--- config.mk ---
export PLATFORM = sky130hd
export DESIGN_NAME = serial_mode_config
export DESIGN_NICKNAME = d
export VERILOG_FILES = /design/src/core/pin_sync.v /design/src/core/serial_mode_config.v
export VERILOG_INCLUDE_DIRS = /design/src /design/src/include
export SDC_FILE = /design/constraint.sdc
export NUM_CORES = 1
export LEC_CHECK = 0
export ABC_AREA = 1
export BUFFER_PORTS_ARGS = -buffer_cell sky130_fd_sc_hd__buf_2
export CELL_PAD_IN_SITES_DETAIL_PLACEMENT = 1
export CELL_PAD_IN_SITES_GLOBAL_PLACEMENT = 1
export CORE_MARGIN = 2
export CORE_UTILIZATION = 45
export DETAILED_ROUTE_END_ITERATION = 7
export PLACE_DENSITY = 0.91
export SLEW_MARGIN = 20
export SYNTH_ARGS = -nofsm -noshare
export SYNTH_HDL_FRONTEND = slang
export SYNTH_SLANG_ARGS = --single-unit
--- constraint.sdc ---
create_clock -name pclk -period 5.6 [get_ports pclk]
set_clock_uncertainty 0.15 [all_clocks]
set_input_delay 0.56 -clock pclk [delete_from_list [all_inputs] [get_ports pclk]]
set_output_delay 0.56 -clock pclk [all_outputs]
set_load 0.01 [all_outputs]
--- src/include/serial_mode_regs.vh ---
// Register offsets, field positions and timing counts for the serial mode block
`ifndef SERIAL_MODE_REGS_VH
`define SERIAL_MODE_REGS_VH
`define ADDR_W 8
`define OFF_CTRL 8'h00
`define OFF_STATUS 8'h04
`define OFF_STRAPS 8'h08
`define OFF_TAPS 8'h0C
`define OFF_SCLK 8'h10
`define CTRL_APPLY 0
`define CTRL_RATE16 1
`define CTRL_PENDING 2
`define CLK_KHZ 40000
`define SCLK_KHZ 2048
`define ACC_STEP (2 * `SCLK_KHZ)
`define BITS_PER_FRAME 256
`define LONG_SYNC_BITS 8
`define IDLE_NS 25600
`define IDLE_CYCLES ((`IDLE_NS * `CLK_KHZ) / 1000000)
`define CFG_SETTLE 3'h5
`define TAPS_TOTAL 10'h200
`define TAPS_NETWORK 10'h0A0
`define MODE_NONE 3'h0
`define MODE_CODEC 3'h1
`define MODE_DSP 3'h2
`define MODE_CASCADE 3'h3
`define MODE_DSP_CASCADE 3'h4
`define MODE_NET_SINGLE 3'h5
`define MODE_NET_DUAL 3'h6
`define P2048_LO 8'h12
`define P2048_HI 8'h16
`define P1024_LO 8'h25
`define P1024_HI 8'h29
`define P384_LO 8'h66
`define P384_HI 8'h6A
`define P256_LO 8'h9A
`define P256_HI 8'h9E
`endif

--- src/core/pin_sync.v ---
// Three-stage pin synchroniser, output follows once stages two and three agree
`timescale 1ns/1ps
module pin_sync #(
    parameter W = 1
) (
    input wire pclk, // System clock
    input wire presetn, // Async reset, active low
    input wire [W-1:0] pin, // Raw asynchronous inputs
    output wire [W-1:0] level // Filtered synchronous levels
);
    reg [W-1:0] s1;
    reg [W-1:0] s2;
    reg [W-1:0] s3;
    reg [W-1:0] q;
    genvar i;
    // One chain per bit; first stage feeds only the second
    generate
        for (i = 0; i < W; i = i + 1) begin : g_bit
            always @(posedge pclk or negedge presetn) begin
                if (!presetn) begin
                    s1[i] <= 1'b0;
                    s2[i] <= 1'b0;
                    s3[i] <= 1'b0;
                    q[i] <= 1'b0;
                end else begin
                    s1[i] <= pin[i];
                    s2[i] <= s1[i];
                    s3[i] <= s2[i];
                    if (s2[i] == s3[i]) begin
                        q[i] <= s3[i];
                    end
                end
            end
        end
    endgenerate
    assign level = q;
endmodule // pin_sync

--- src/core/serial_mode_config.v ---
// Strap decode, timing role and serial clock handling of the echo canceller port
//
// How it works
// - Straps on pins select one of six modes
// - Pattern 0x1001 gives codec mode, short/long
// - Pattern 000011 gives external DSP mode
// - Cascade master 101010, cascade slave 100011
// - DSP cascade slave x00010, codec used when high
// - 01 0 0 m l: single port network
// - Dual port network: same, high strap set
// - Master timing from own oscillator
// - Slave timing locked to incoming bit clock
// - Master drives bit clock only at 2.048 MHz
// - Slave accepts 256k, 384k, 1.024M, 2.048M
// - 512 taps, 64 ms at 8 kHz; codec mode keeps 160 for network, 44 ms
// - At 16 kHz span drops to 32 ms
// - Network modes may split into two channels
// - Two channels: shared bus or one each
// - Bypass mic gain for line-level input
// - Cascade chains both cancellers
// - DSP cascade, codec bypassed: far end arrives digitally
// - 16-bit DSP modes: top bit steers control
// - Codec mode: own sync, 8-bit, no control
`timescale 1ns/1ps
`include "serial_mode_regs.vh"
module serial_mode_config (
    input wire pclk, // 40 MHz system clock
    input wire presetn, // Async reset, active low
    input wire psel, // APB select
    input wire penable, // APB enable
    input wire pwrite, // APB direction
    input wire [`ADDR_W-1:0] paddr, // APB byte address
    input wire [31:0] pwdata, // APB write data
    output wire [31:0] prdata, // APB read data
    output wire pready, // APB ready
    output wire pslverr, // APB error
    input wire codec_use_select, // Strap: on-chip codec used
    input wire frame_length_select, // Strap: long frame / network
    input wire serial_timing_master_select, // Strap: timing master
    input wire mode_strap_high, // Strap high
    input wire mode_strap_mid, // Strap mid
    input wire mode_strap_low, // Strap low
    input wire sclk_in, // Serial bit clock pin in
    output reg sclk_out, // Serial bit clock pin out
    output wire sclk_oe, // Serial bit clock drive enable
    input wire serial_frame_sync_in, // Frame sync pin in
    output reg serial_frame_sync_out, // Frame sync pin out
    output wire serial_frame_sync_oe, // Frame sync drive enable
    output reg frame_start, // Frame begins, one-cycle pulse
    output reg [2:0] mode, // Active mode code
    output reg mode_unsupported, // Strap pattern not listed
    output reg timing_master, // Device owns serial timing
    output reg pll_ref_sclk, // Internal timing from bit clock
    output reg frame_long, // Long frame sync
    output reg word16, // 16-bit words, else 8-bit
    output reg two_channel, // Taps split in two channels
    output reg dual_port, // One serial bus per channel
    output reg cascade_chain, // Filters chained across chips
    output reg far_end_digital, // Far end from serial data
    output reg mic_gain_bypass, // 26 dB stage bypassed
    output reg control_enable, // Steering flag honoured
    output reg sclk_rate_ok // Slave bit clock rate valid
);
    wire [5:0] strap_sync;
    wire sclk_s;
    wire fsync_s;
    reg sclk_d;
    reg fsync_d;
    reg loaded;
    reg pending;
    reg rate16;
    reg [5:0] straps;
    reg [5:0] cfg;
    reg [2:0] next_mode;
    reg [2:0] settle;
    reg [16:0] acc;
    reg [7:0] bit_cnt;
    reg [7:0] per_cnt;
    reg [7:0] period;
    reg [2:0] rate_code;
    reg [15:0] idle_cnt;
    reg [9:0] acoustic_taps;
    reg [9:0] network_taps;
    reg [9:0] taps_per_ch;
    reg [7:0] span_ms;
    reg [31:0] rdata;
    reg err;
    wire sclk_rise;
    wire fsync_rise;
    wire link_idle;
    wire gen_rise;
    wire frame_end;
    wire take_cfg;
    wire apb_wr;
    wire [16:0] acc_sum;
    localparam [31:0] STEP_W = `ACC_STEP;
    localparam [31:0] WRAP_W = `CLK_KHZ;
    localparam [31:0] LSYNC_W = `LONG_SYNC_BITS;

    // Straps and link pins enter through three-stage synchronisers
    pin_sync #(.W(6)) u_strap_sync (
        .pclk(pclk),
        .presetn(presetn),
        .pin({codec_use_select, frame_length_select, serial_timing_master_select,
              mode_strap_high, mode_strap_mid, mode_strap_low}),
        .level(strap_sync)
    );
    pin_sync #(.W(2)) u_link_sync (
        .pclk(pclk),
        .presetn(presetn),
        .pin({sclk_in, serial_frame_sync_in}),
        .level({sclk_s, fsync_s})
    );

    // Edge finders on filtered link levels
    always @(posedge pclk or negedge presetn) begin
        if (!presetn) begin
            sclk_d <= 1'b0;
            fsync_d <= 1'b0;
        end else begin
            sclk_d <= sclk_s;
            fsync_d <= fsync_s;
        end
    end
    assign sclk_rise = sclk_s & ~sclk_d;
    assign fsync_rise = fsync_s & ~fsync_d;

    // Strap pattern to mode, listed patterns only, others give none
    always @* begin
        casez (straps)
            6'b0?1001: next_mode = `MODE_CODEC;
            6'b000011: next_mode = `MODE_DSP;
            6'b101010: next_mode = `MODE_CASCADE;
            6'b100011: next_mode = `MODE_CASCADE;
            6'b?00010: next_mode = `MODE_DSP_CASCADE;
            6'b01000?: next_mode = `MODE_NET_SINGLE;
            6'b01001?: next_mode = `MODE_NET_SINGLE;
            6'b01010?: next_mode = `MODE_NET_DUAL;
            6'b01011?: next_mode = `MODE_NET_DUAL;
            default: next_mode = `MODE_NONE;
        endcase
    end

    // Link idle after a quiet spell with no bit clock edge
    always @(posedge pclk or negedge presetn) begin
        if (!presetn) begin
            idle_cnt <= 16'h0000;
        end else if (sclk_rise) begin
            idle_cnt <= 16'h0000;
        end else if (idle_cnt != `IDLE_CYCLES) begin
            idle_cnt <= idle_cnt + 16'h0001;
        end
    end
    assign link_idle = (idle_cnt == `IDLE_CYCLES);

    // Straps taken once after reset, later only on apply at a safe point
    assign frame_end = timing_master ? (gen_rise && bit_cnt == 8'hFF) : link_idle;
    assign take_cfg = (!loaded && settle == `CFG_SETTLE) || (pending && frame_end);
    // First capture waits until the strap synchronisers hold the pin levels
    always @(posedge pclk or negedge presetn) begin
        if (!presetn) begin
            settle <= 3'h0;
        end else if (settle != `CFG_SETTLE) begin
            settle <= settle + 3'h1;
        end
    end
    always @(posedge pclk or negedge presetn) begin
        if (!presetn) begin
            loaded <= 1'b0;
            straps <= 6'h00;
            cfg <= 6'h00;
        end else begin
            straps <= strap_sync;
            if (take_cfg) begin
                loaded <= 1'b1;
                cfg <= straps;
            end
        end
    end

    // Decoded configuration exported to the serial logic
    always @(posedge pclk or negedge presetn) begin
        if (!presetn) begin
            mode <= `MODE_NONE;
            mode_unsupported <= 1'b0;
            timing_master <= 1'b0;
            pll_ref_sclk <= 1'b1;
            frame_long <= 1'b0;
            word16 <= 1'b0;
            two_channel <= 1'b0;
            dual_port <= 1'b0;
            cascade_chain <= 1'b0;
            far_end_digital <= 1'b0;
            mic_gain_bypass <= 1'b0;
            control_enable <= 1'b0;
        end else if (take_cfg) begin
            mode <= next_mode;
            mode_unsupported <= (next_mode == `MODE_NONE);
            timing_master <= straps[3] && next_mode != `MODE_NONE;
            pll_ref_sclk <= !(straps[3] && next_mode != `MODE_NONE);
            frame_long <= straps[4] && next_mode == `MODE_CODEC;
            // Codec mode carries 8-bit companded words; network width from mid strap
            case (next_mode)
                `MODE_CODEC: word16 <= 1'b0;
                `MODE_NET_SINGLE, `MODE_NET_DUAL: word16 <= straps[1];
                `MODE_NONE: word16 <= 1'b0;
                default: word16 <= 1'b1;
            endcase
            two_channel <= (next_mode == `MODE_NET_SINGLE || next_mode == `MODE_NET_DUAL)
                && !straps[0];
            dual_port <= (next_mode == `MODE_NET_DUAL);
            cascade_chain <= (next_mode == `MODE_CASCADE ||
                next_mode == `MODE_DSP_CASCADE);
            far_end_digital <= (next_mode == `MODE_DSP_CASCADE) && !straps[5];
            // Master chip of analog cascade takes line level on its converter
            mic_gain_bypass <= (next_mode == `MODE_CASCADE) && straps[3];
            // Steering flag only in DSP-facing 16-bit modes
            control_enable <= (next_mode == `MODE_DSP ||
                next_mode == `MODE_DSP_CASCADE);
        end
    end

    // Tap allocation and echo span per channel
    always @* begin
        if (mode == `MODE_CODEC) begin
            network_taps = `TAPS_NETWORK;
        end else begin
            network_taps = 10'h000;
        end
        acoustic_taps = `TAPS_TOTAL - network_taps;
        taps_per_ch = two_channel ? {1'b0, acoustic_taps[9:1]} : acoustic_taps;
        span_ms = rate16 ? {2'b00, taps_per_ch[9:4]} : {1'b0, taps_per_ch[9:3]};
    end

    // Own 2.048 MHz bit clock by phase accumulation
    assign acc_sum = acc + STEP_W[16:0];
    assign gen_rise = (acc_sum >= WRAP_W[16:0]) && !sclk_out;
    always @(posedge pclk or negedge presetn) begin
        if (!presetn) begin
            acc <= 17'h0_0000;
            sclk_out <= 1'b0;
        end else if (!timing_master) begin
            acc <= 17'h0_0000;
            sclk_out <= 1'b0;
        end else if (acc_sum >= WRAP_W[16:0]) begin
            acc <= acc_sum - WRAP_W[16:0];
            sclk_out <= !sclk_out;
        end else begin
            acc <= acc_sum;
        end
    end
    assign sclk_oe = timing_master;

    // Bit counter and frame sync as master; follow incoming sync as slave
    always @(posedge pclk or negedge presetn) begin
        if (!presetn) begin
            bit_cnt <= 8'h00;
            serial_frame_sync_out <= 1'b0;
            frame_start <= 1'b0;
        end else if (timing_master) begin
            frame_start <= gen_rise && bit_cnt == 8'hFF;
            if (gen_rise) begin
                bit_cnt <= bit_cnt + 8'h01;
                if (frame_long) begin
                    serial_frame_sync_out <= (bit_cnt + 8'h01) < LSYNC_W[7:0];
                end else begin
                    serial_frame_sync_out <= (bit_cnt == 8'hFE);
                end
            end
        end else begin
            bit_cnt <= 8'h00;
            serial_frame_sync_out <= 1'b0;
            // Frame start taken at the rise of the incoming sync pulse
            frame_start <= fsync_rise;
        end
    end
    assign serial_frame_sync_oe = timing_master;

    // Incoming bit clock period, measured in system cycles
    always @(posedge pclk or negedge presetn) begin
        if (!presetn) begin
            per_cnt <= 8'h00;
            period <= 8'h00;
        end else if (sclk_rise) begin
            per_cnt <= 8'h01;
            period <= per_cnt;
        end else if (per_cnt != 8'hFF) begin
            per_cnt <= per_cnt + 8'h01;
        end
    end

    // Rate class of the slave bit clock
    always @(posedge pclk or negedge presetn) begin
        if (!presetn) begin
            rate_code <= 3'h0;
            sclk_rate_ok <= 1'b0;
        end else if (link_idle) begin
            rate_code <= 3'h0;
            sclk_rate_ok <= 1'b0;
        end else begin
            if (period >= `P2048_LO && period <= `P2048_HI) begin
                rate_code <= 3'h4;
            end else if (period >= `P1024_LO && period <= `P1024_HI) begin
                rate_code <= 3'h3;
            end else if (period >= `P384_LO && period <= `P384_HI) begin
                rate_code <= 3'h2;
            end else if (period >= `P256_LO && period <= `P256_HI) begin
                rate_code <= 3'h1;
            end else begin
                rate_code <= 3'h0;
            end
            sclk_rate_ok <= !timing_master && rate_code != 3'h0;
        end
    end

    // APB control: apply request and sample rate select
    assign apb_wr = psel && penable && pwrite;
    always @(posedge pclk or negedge presetn) begin
        if (!presetn) begin
            pending <= 1'b0;
            rate16 <= 1'b0;
        end else begin
            if (apb_wr && paddr == `OFF_CTRL) begin
                rate16 <= pwdata[`CTRL_RATE16];
            end
            if (apb_wr && paddr == `OFF_CTRL && pwdata[`CTRL_APPLY]) begin
                pending <= 1'b1;
            end else if (loaded && take_cfg) begin
                pending <= 1'b0;
            end
        end
    end

    // APB read mux, unmapped addresses read zero with error
    always @* begin
        rdata = 32'h0000_0000;
        err = 1'b0;
        case (paddr)
            `OFF_CTRL: rdata = {29'h0, pending, rate16, 1'b0};
            `OFF_STATUS: rdata = {16'h0, sclk_rate_ok, rate_code, mode_unsupported,
                control_enable, mic_gain_bypass, far_end_digital, cascade_chain,
                dual_port, two_channel, word16, frame_long, timing_master, 2'b00} |
                {29'h0, mode};
            `OFF_STRAPS: rdata = {26'h0, cfg};
            `OFF_TAPS: rdata = {4'h0, span_ms, network_taps, acoustic_taps};
            `OFF_SCLK: rdata = {24'h0, period};
            default: err = 1'b1;
        endcase
    end
    assign prdata = rdata;
    assign pready = 1'b1;
    assign pslverr = psel && penable && err;
endmodule // serial_mode_config

Word-level counts from Yosys, hierarchy flattened
Index checks and enable logic that the tools add are counted.

word-level totals
  output and inout port bits = 54
  bits in registers = 130

cells by class
  reductions and logical operators = 43
  equality and inequality tests = 37
  multiplexer cells = 30
  add/sub/neg operators = 7
  bitwise gates (word level) = 5
  order comparisons = 10

operators by type and width
  operator                number
  $pmux 32 s5             1
  $mux 8                  5
  $mux 17                 2
  $mux 16                 2
  $eq 5x4->1 const B      5
  $logic_and 1x1->1       20
  $pmux 3 s6              1
  $add 17x13->17 const B  1
  $ge 17x16->1 const B    1
  $sub 17x16->17 const B  1
  $add 16x1->16 const B   1
  $add 8x1->8 const B     2
  $eq 16x11->1 const B    1
  $eq 8x4->1 const B      2
  $eq 8x8->1 const B      2
  $ne 16x11->1 const B    1
  $or 16x3->16            1
  $eq 3x3->1 const B      4
  $eq 6x6->1 const B      2
  $mux 1                  12
  $mux 10                 1
  $reduce_or 2->1         5
  $sub 10x10->10 const A  1
  $eq 1x1->1              8
  32 further kinds        50

Longest topological paths before layout
  word-level depth = 10
  gate-level depth with buffers = 15
  gate-level depth less buffers = 14

Hierarchy
A second synthesis with hierarchy kept.

second synthesis, totals
  cell total of the unflattened synthesis = 717
  area, all modules = 5,970.7 um^2

by module, submodules not included
  module                   area each (um^2)  instances  seq. area each (um^2)  cells an instance
  serial_mode_config       5,039.8           1          2,303.5                653
  pin_sync (u_strap_sync)  698.2             1          600.6                  48
  pin_sync (u_link_sync)   232.7             1          200.2                  16

Worst setup path before layout
Ideal clock, no wire load.

  path type = input to output
  from = input port paddr[7]
  to = output port prdata[6]
  setup slack = 3.265 ns
  stages = 9
  arrival time = 1.625 ns
  path through = nor2_1 nand2_1 nor2_1 inv_1 nor2_1 inv_1 nor2_1 inv_1 o211ai_1

between the ends
  cells in the longest elaborated chain, start to end = 2
  elaborated cells between the ends (all ways) = 6

ends and longest elaborated chain
  element                                   RTL line                  source
  from (decl)                               serial_mode_config.v:32   input wire [`ADDR_W-1:0] paddr,
  $eq 8x5->1, or another cell as far along  serial_mode_config.v:338  case (paddr)
  $pmux 32 s5 (*)                           serial_mode_config.v:338
  to (decl)                                 serial_mode_config.v:34   output wire [31:0] prdata,

Every way passes the cells marked *; elsewhere a longest branch is shown, timed or not.

Worst setup path in the final report
  from = register acc[12]
  to = register mode[1]

between the ends
  cells in the longest elaborated chain, start to end = 7

ends and longest elaborated chain
  element                 RTL line                  source
  from (decl)             serial_mode_config.v:76   reg [16:0] acc;
  from (signal assigned)  serial_mode_config.v:246  acc <= acc_sum - WRAP_W[16:0];
  from (signal assigned)  serial_mode_config.v:249  acc <= acc_sum;
  $add 17x13->17          serial_mode_config.v:236  assign acc_sum = acc + STEP_W[16:0];
  $ge 17x16->1            serial_mode_config.v:237  assign gen_rise = (acc_sum >= WRAP_W[16:0]) && !sclk_out;
  $logic_and 1x1->1       serial_mode_config.v:237
  $logic_and 1x1->1       serial_mode_config.v:157  assign frame_end = timing_master ? (gen_rise && bit_cnt == 8'hFF) : link_idle;
  $mux 1                  serial_mode_config.v:157
  $logic_and 1x1->1       serial_mode_config.v:158  assign take_cfg = (!loaded && settle == `CFG_SETTLE) || (pending && frame_end);
  $logic_or 1x1->1        serial_mode_config.v:158
  to (signal assigned)    serial_mode_config.v:184  mode <= `MODE_NONE;
  to (signal assigned)    serial_mode_config.v:197  mode <= next_mode;
  to (decl)               serial_mode_config.v:50   output reg [2:0] mode,

No other way between the ends.
A chain may end at the register's enable or synchronous reset.

==> flow_results.org <==
** Critical path
- Reg-to-reg critical path startpoint :: acc[12]
- Worst setup path class :: reg -> reg
- The endpoint identified for the worst register-to-register timing path is mode[1].
- Data required time of the critical path :: 5.74 ns
- Crit path max fanout :: 22
- At the worst endpoint, the arrival time is between 3 and 4 ns.
- STA classifies the critical path endpoint as a register.
- The setup check on the worst reg-to-reg path leaves a slack of 2.48 ns.
- Sort of element at the start of the critical path :: register
- Depth of the most critical reg-to-reg path :: 12

** STA
- For this run, the top clock speed supported by timing is 0.3201 GHz.
- Final period util :: 0.5579
- For the final routed database, the setup TNS stands at 0 ns.
- Setup repair after global routing missed its margin :: false
- At the pin with the least slew margin, the transition time is 0.9970 ns.
- The worst path needs 3.124 ns of the cycle, external delays included.
- Max_slew headroom :: 0.3292
- The number of hold-slack violations in the final timing report was 0.
- Across all setup checks in the final design, the least slack found is 2.476 ns.
- The final count of pins violating max slew is 0.
- Final Setup Violations :: 0

** Global route
- For this run, global-route usage on met3 was measured as 0.05936.
- In the global route stage, met2 resource usage came out at 0.4440.
- First-pass GRT wire length :: between 20 and 30 mm
- Met1 demand-to-capacity share in global routing :: 0.3109
- Maximum number of pins on one net before global-route repair :: 71
- The global routing stage identified its most utilized layer as met2.
- The number of antenna violations at the first check in global routing was 0.
- For this run the aggregate overflow at the end of global routing stands at 0.
- The via count of the first global-routing pass was 5796.
- Total track usage :: 0.2614

** Yosys
- For this run, asynchronously set or reset flops after synthesis account for 1.000.
- Share of the yosys chip area belonging to registers :: 0.5244
- Dominant synthesized flop cell :: dfrtp_1
- The synthesized design contains 0 enable-type register cells.
- Counting distinct cell types in the post-synthesis netlist gives 40.
- Cell Area, Synth :: between 0.005 and 0.006 mm²
- Average cell area after synthesis :: 8.505 µm²
- Synth top area cells :: dfrtp_1, nand2_1, inv_1, nand3_1, nor2_1
- Synth warnings :: 0
- Synthesis produced a netlist whose cell count is 696.
- Cell accounting for the most synthesized area :: dfrtp_1
- Count of state elements after synthesis :: about 120
- Area fraction of the dominant cell type after synthesis :: 0.5200

** Detailed routing
- Antenna Nets Post-Route :: 0
- The first routing iteration left roughly 330 violations.
- The pre-antenna-repair detailed-routing pass consisted of 5 iterations.
- DRC errors left :: 0
- Total routed wirelength :: between 15 and 20 mm
- Detailed routing inserted a total of 5260 vias.
- After detailed routing, the average wire length per cell comes to 18.10 µm.
- Vias per Instance :: 5.519

** Final layout
- Final Core Density :: 0.5518
- Summing all non-filler instances in the final layout gives an area of 0.007020 mm².
- The multi-input combinational cells in the finished layout cover a total of 0.002315 mm².
- Net total in the final layout :: 835
- The number of antenna diodes in the final layout is 0.
- Registers take 0.003104 mm².
- Relative to the synthesized area, the layout overhead comes to 18.60%.
- Share of final-layout standard cells stronger than drive strength 1 :: 0.1434
- The layout has 1529 filler cells.

** Power
- Of the total power, combinational logic draws 0.159.
- Internal Power :: slightly above 2 mW
- Net switching component of the power :: 825.4 µW
- Of the total power, registers draw 0.410.
- The share of total power dissipated in the clock network is 0.431.
- IR analysis of the VDD net gives a maximum drop of 0.2322 mV.
- Net Sw Frac :: 0.2910
- Leakage :: about 3.4 nW
- Overall power consumption after layout is estimated at 2.836 mW.
- Power spread over the standard cell area amounts to about 400 mW/mm².

** Place
- Detailed placement finished with a half-perimeter wire length of 11.33 mm.
- Port Buffer Count :: 67
- Routability-driven placement finished with a final weighted congestion of 0.8868.
- Cell area after placement :: 0.006366 mm²
- OpenSTA, run right after detailed placement, puts the worst setup slack at between 2 and 3 ns.

** Die
- The initial utilization of the core area, before any placement, comes to 0.4653.
- Die Span X :: 118.7 µm
- Std-Cell Core Area :: 0.01272 mm²
- After floorplanning, the core was divided into 41 placement rows.
- Vertical extent of the die :: 118.7 µm
- Die area :: ~0.014 mm²
- For this design the top-level I/O count stands at 107.

** Min path
- The tightest min-delay check is of the in -> async type.

** Clock tree
- Buffers inserted by post-CTS timing repair :: 0
- Clock Pin Slew Worst Setup and Hold Paths :: about 0.06 ns
- CTS H-tree depth :: 4
- The number of hold buffers added after CTS was 0.
- Number of buffers created by CTS :: 17
- Number of gates given a new drive strength after cts :: 0
- Number of sinks handled by clock tree synthesis :: about 120
- No sink is reached through more buffers than the 2 on the longest clock path.
- At the later pin of the worst-skew pair, clock insertion delay measures between 0.4 and 0.5 ns.
- Clock Tree Root :: clkbuf_16
- TritonCTS built the clock tree.

** Flow run
- Max-cap violation count :: 0

** Outcome
- The run finished with clean final reports.
-- cell usage after synthesis (6+ instances only) --
library cell    n
inv_1          99
nand2_1       146
nor2_1         65
nand3_1        53
clkbuf_1        8
ha_1           14
o22ai_1         8
maj3_1          8
xor2_1          6
o21ai_0        46
nor3_1         14
buf_4          13
nor4_1          6
a21oi_1        24
nand4_1        16
dfrtp_1       123
-- area by class of cell --
type	count	area share
clock buffer	26	0.07111
clock inverter	6	0.02210
inverter	99	0.05293
multi-input combinational	456	0.3297
sequential	124	0.4422
tap	172	0.03065
timing repair buffer	70	0.05133
-- power groups by stage --
stage / Sequential (mW) / Clock [mW] / Combinational [mW]
after floorplan: 1.14 / 0 / 0.272
after global placement: 1.16 / 0 / 0.396
after detailed placement: 1.17 / 0 / 0.427
after CTS: 1.16 / 1.24 / 0.450
after global routing: 1.18 / 1.28 / 0.507
final: 1.16 / 1.22 / 0.450
-- worst max-delay path, cell delays in order (launching register included) --
cell	delay (ns)
dfrtp_1	0.48
inv_1	0.11
ha_1	0.37
nor2_1	0.15
nand2_1	0.09
nand2_1	0.10
nand3_2	0.26
nand3_2	0.18
nand2_2	0.07
nand3_2	0.38
nand2_2	0.37
nand2_1	0.20
nand2_1	0.08
-- logic make-up after synthesis --
family,share of synthesized area
multiplexers,0.001902
AO/OA/AOI/OAI,0.09406
other,0.001269
adder cells (fa/ha/maj),0.04312
flip-flops,0.5244
buffers and inverters,0.08899
XOR/XNOR,0.01036
AND/OR/NAND/NOR,0.2359
-- sequential cells by signal (all words and copies together), names as in the netlist, 3 cells and up --
signal / flops
cfg: 6
acc: 11
bit_cnt: 8
u_strap_sync.s3: 6
u_strap_sync.s2: 6
straps: 6
per_cnt: 8
u_strap_sync.level: 6
u_strap_sync.s1: 6
rate_code: 3
period: 8
settle: 3
idle_cnt: 16
mode: 3
-- metal layers --
| metal | up-vias | wire length [µm] | share of wire |
|---|---|---|---|
| met3 | 58 | 942 | 0.055 |
| met1 | 2606 | 7045 | 0.41 |
| li1 | 2404 | - | - |
| met2 | 192 | 8672 | 0.50 |
| met4 | 0 | 589 | 0.034 |
| met5 | - | 0 | 0 |
-- worst max-delay path by stage --
stage                     cells past startpoint   endpoint      from
after floorplan                               9  prdata[6]  paddr[7]
after global placement                       11  dual_port   acc[12]
after detailed placement                     11  dual_port   acc[12]
after CTS                                    12    mode[1]   acc[12]
after global routing                         11     cfg[1]   acc[12]
final                                        12    mode[1]   acc[12]
-- stage by stage --
stage                     cells  hold slack (ns)
final                       953          0.09321
after detailed placement    921           0.1858
after global placement      921           0.1840
after floorplan             703           0.1144
after CTS                   953          0.08814
after global routing        953          0.08615
-- cells in the final DEF, fill, tap and decap left out, types with 6 or more instances in the layout --
cell type / instances
nand2_1: 146
dfrtp_1: 123
inv_1: 99
buf_2: 66
nor2_1: 65
nand3_1: 53
o21ai_0: 46
a21oi_1: 24
clkbuf_16: 17
nand4_1: 16
nor3_1: 14
ha_1: 14
conb_1: 9
o22ai_1: 8
maj3_1: 8
xor2_1: 6
nor4_1: 6
Power figures use the tool's default switching activity.
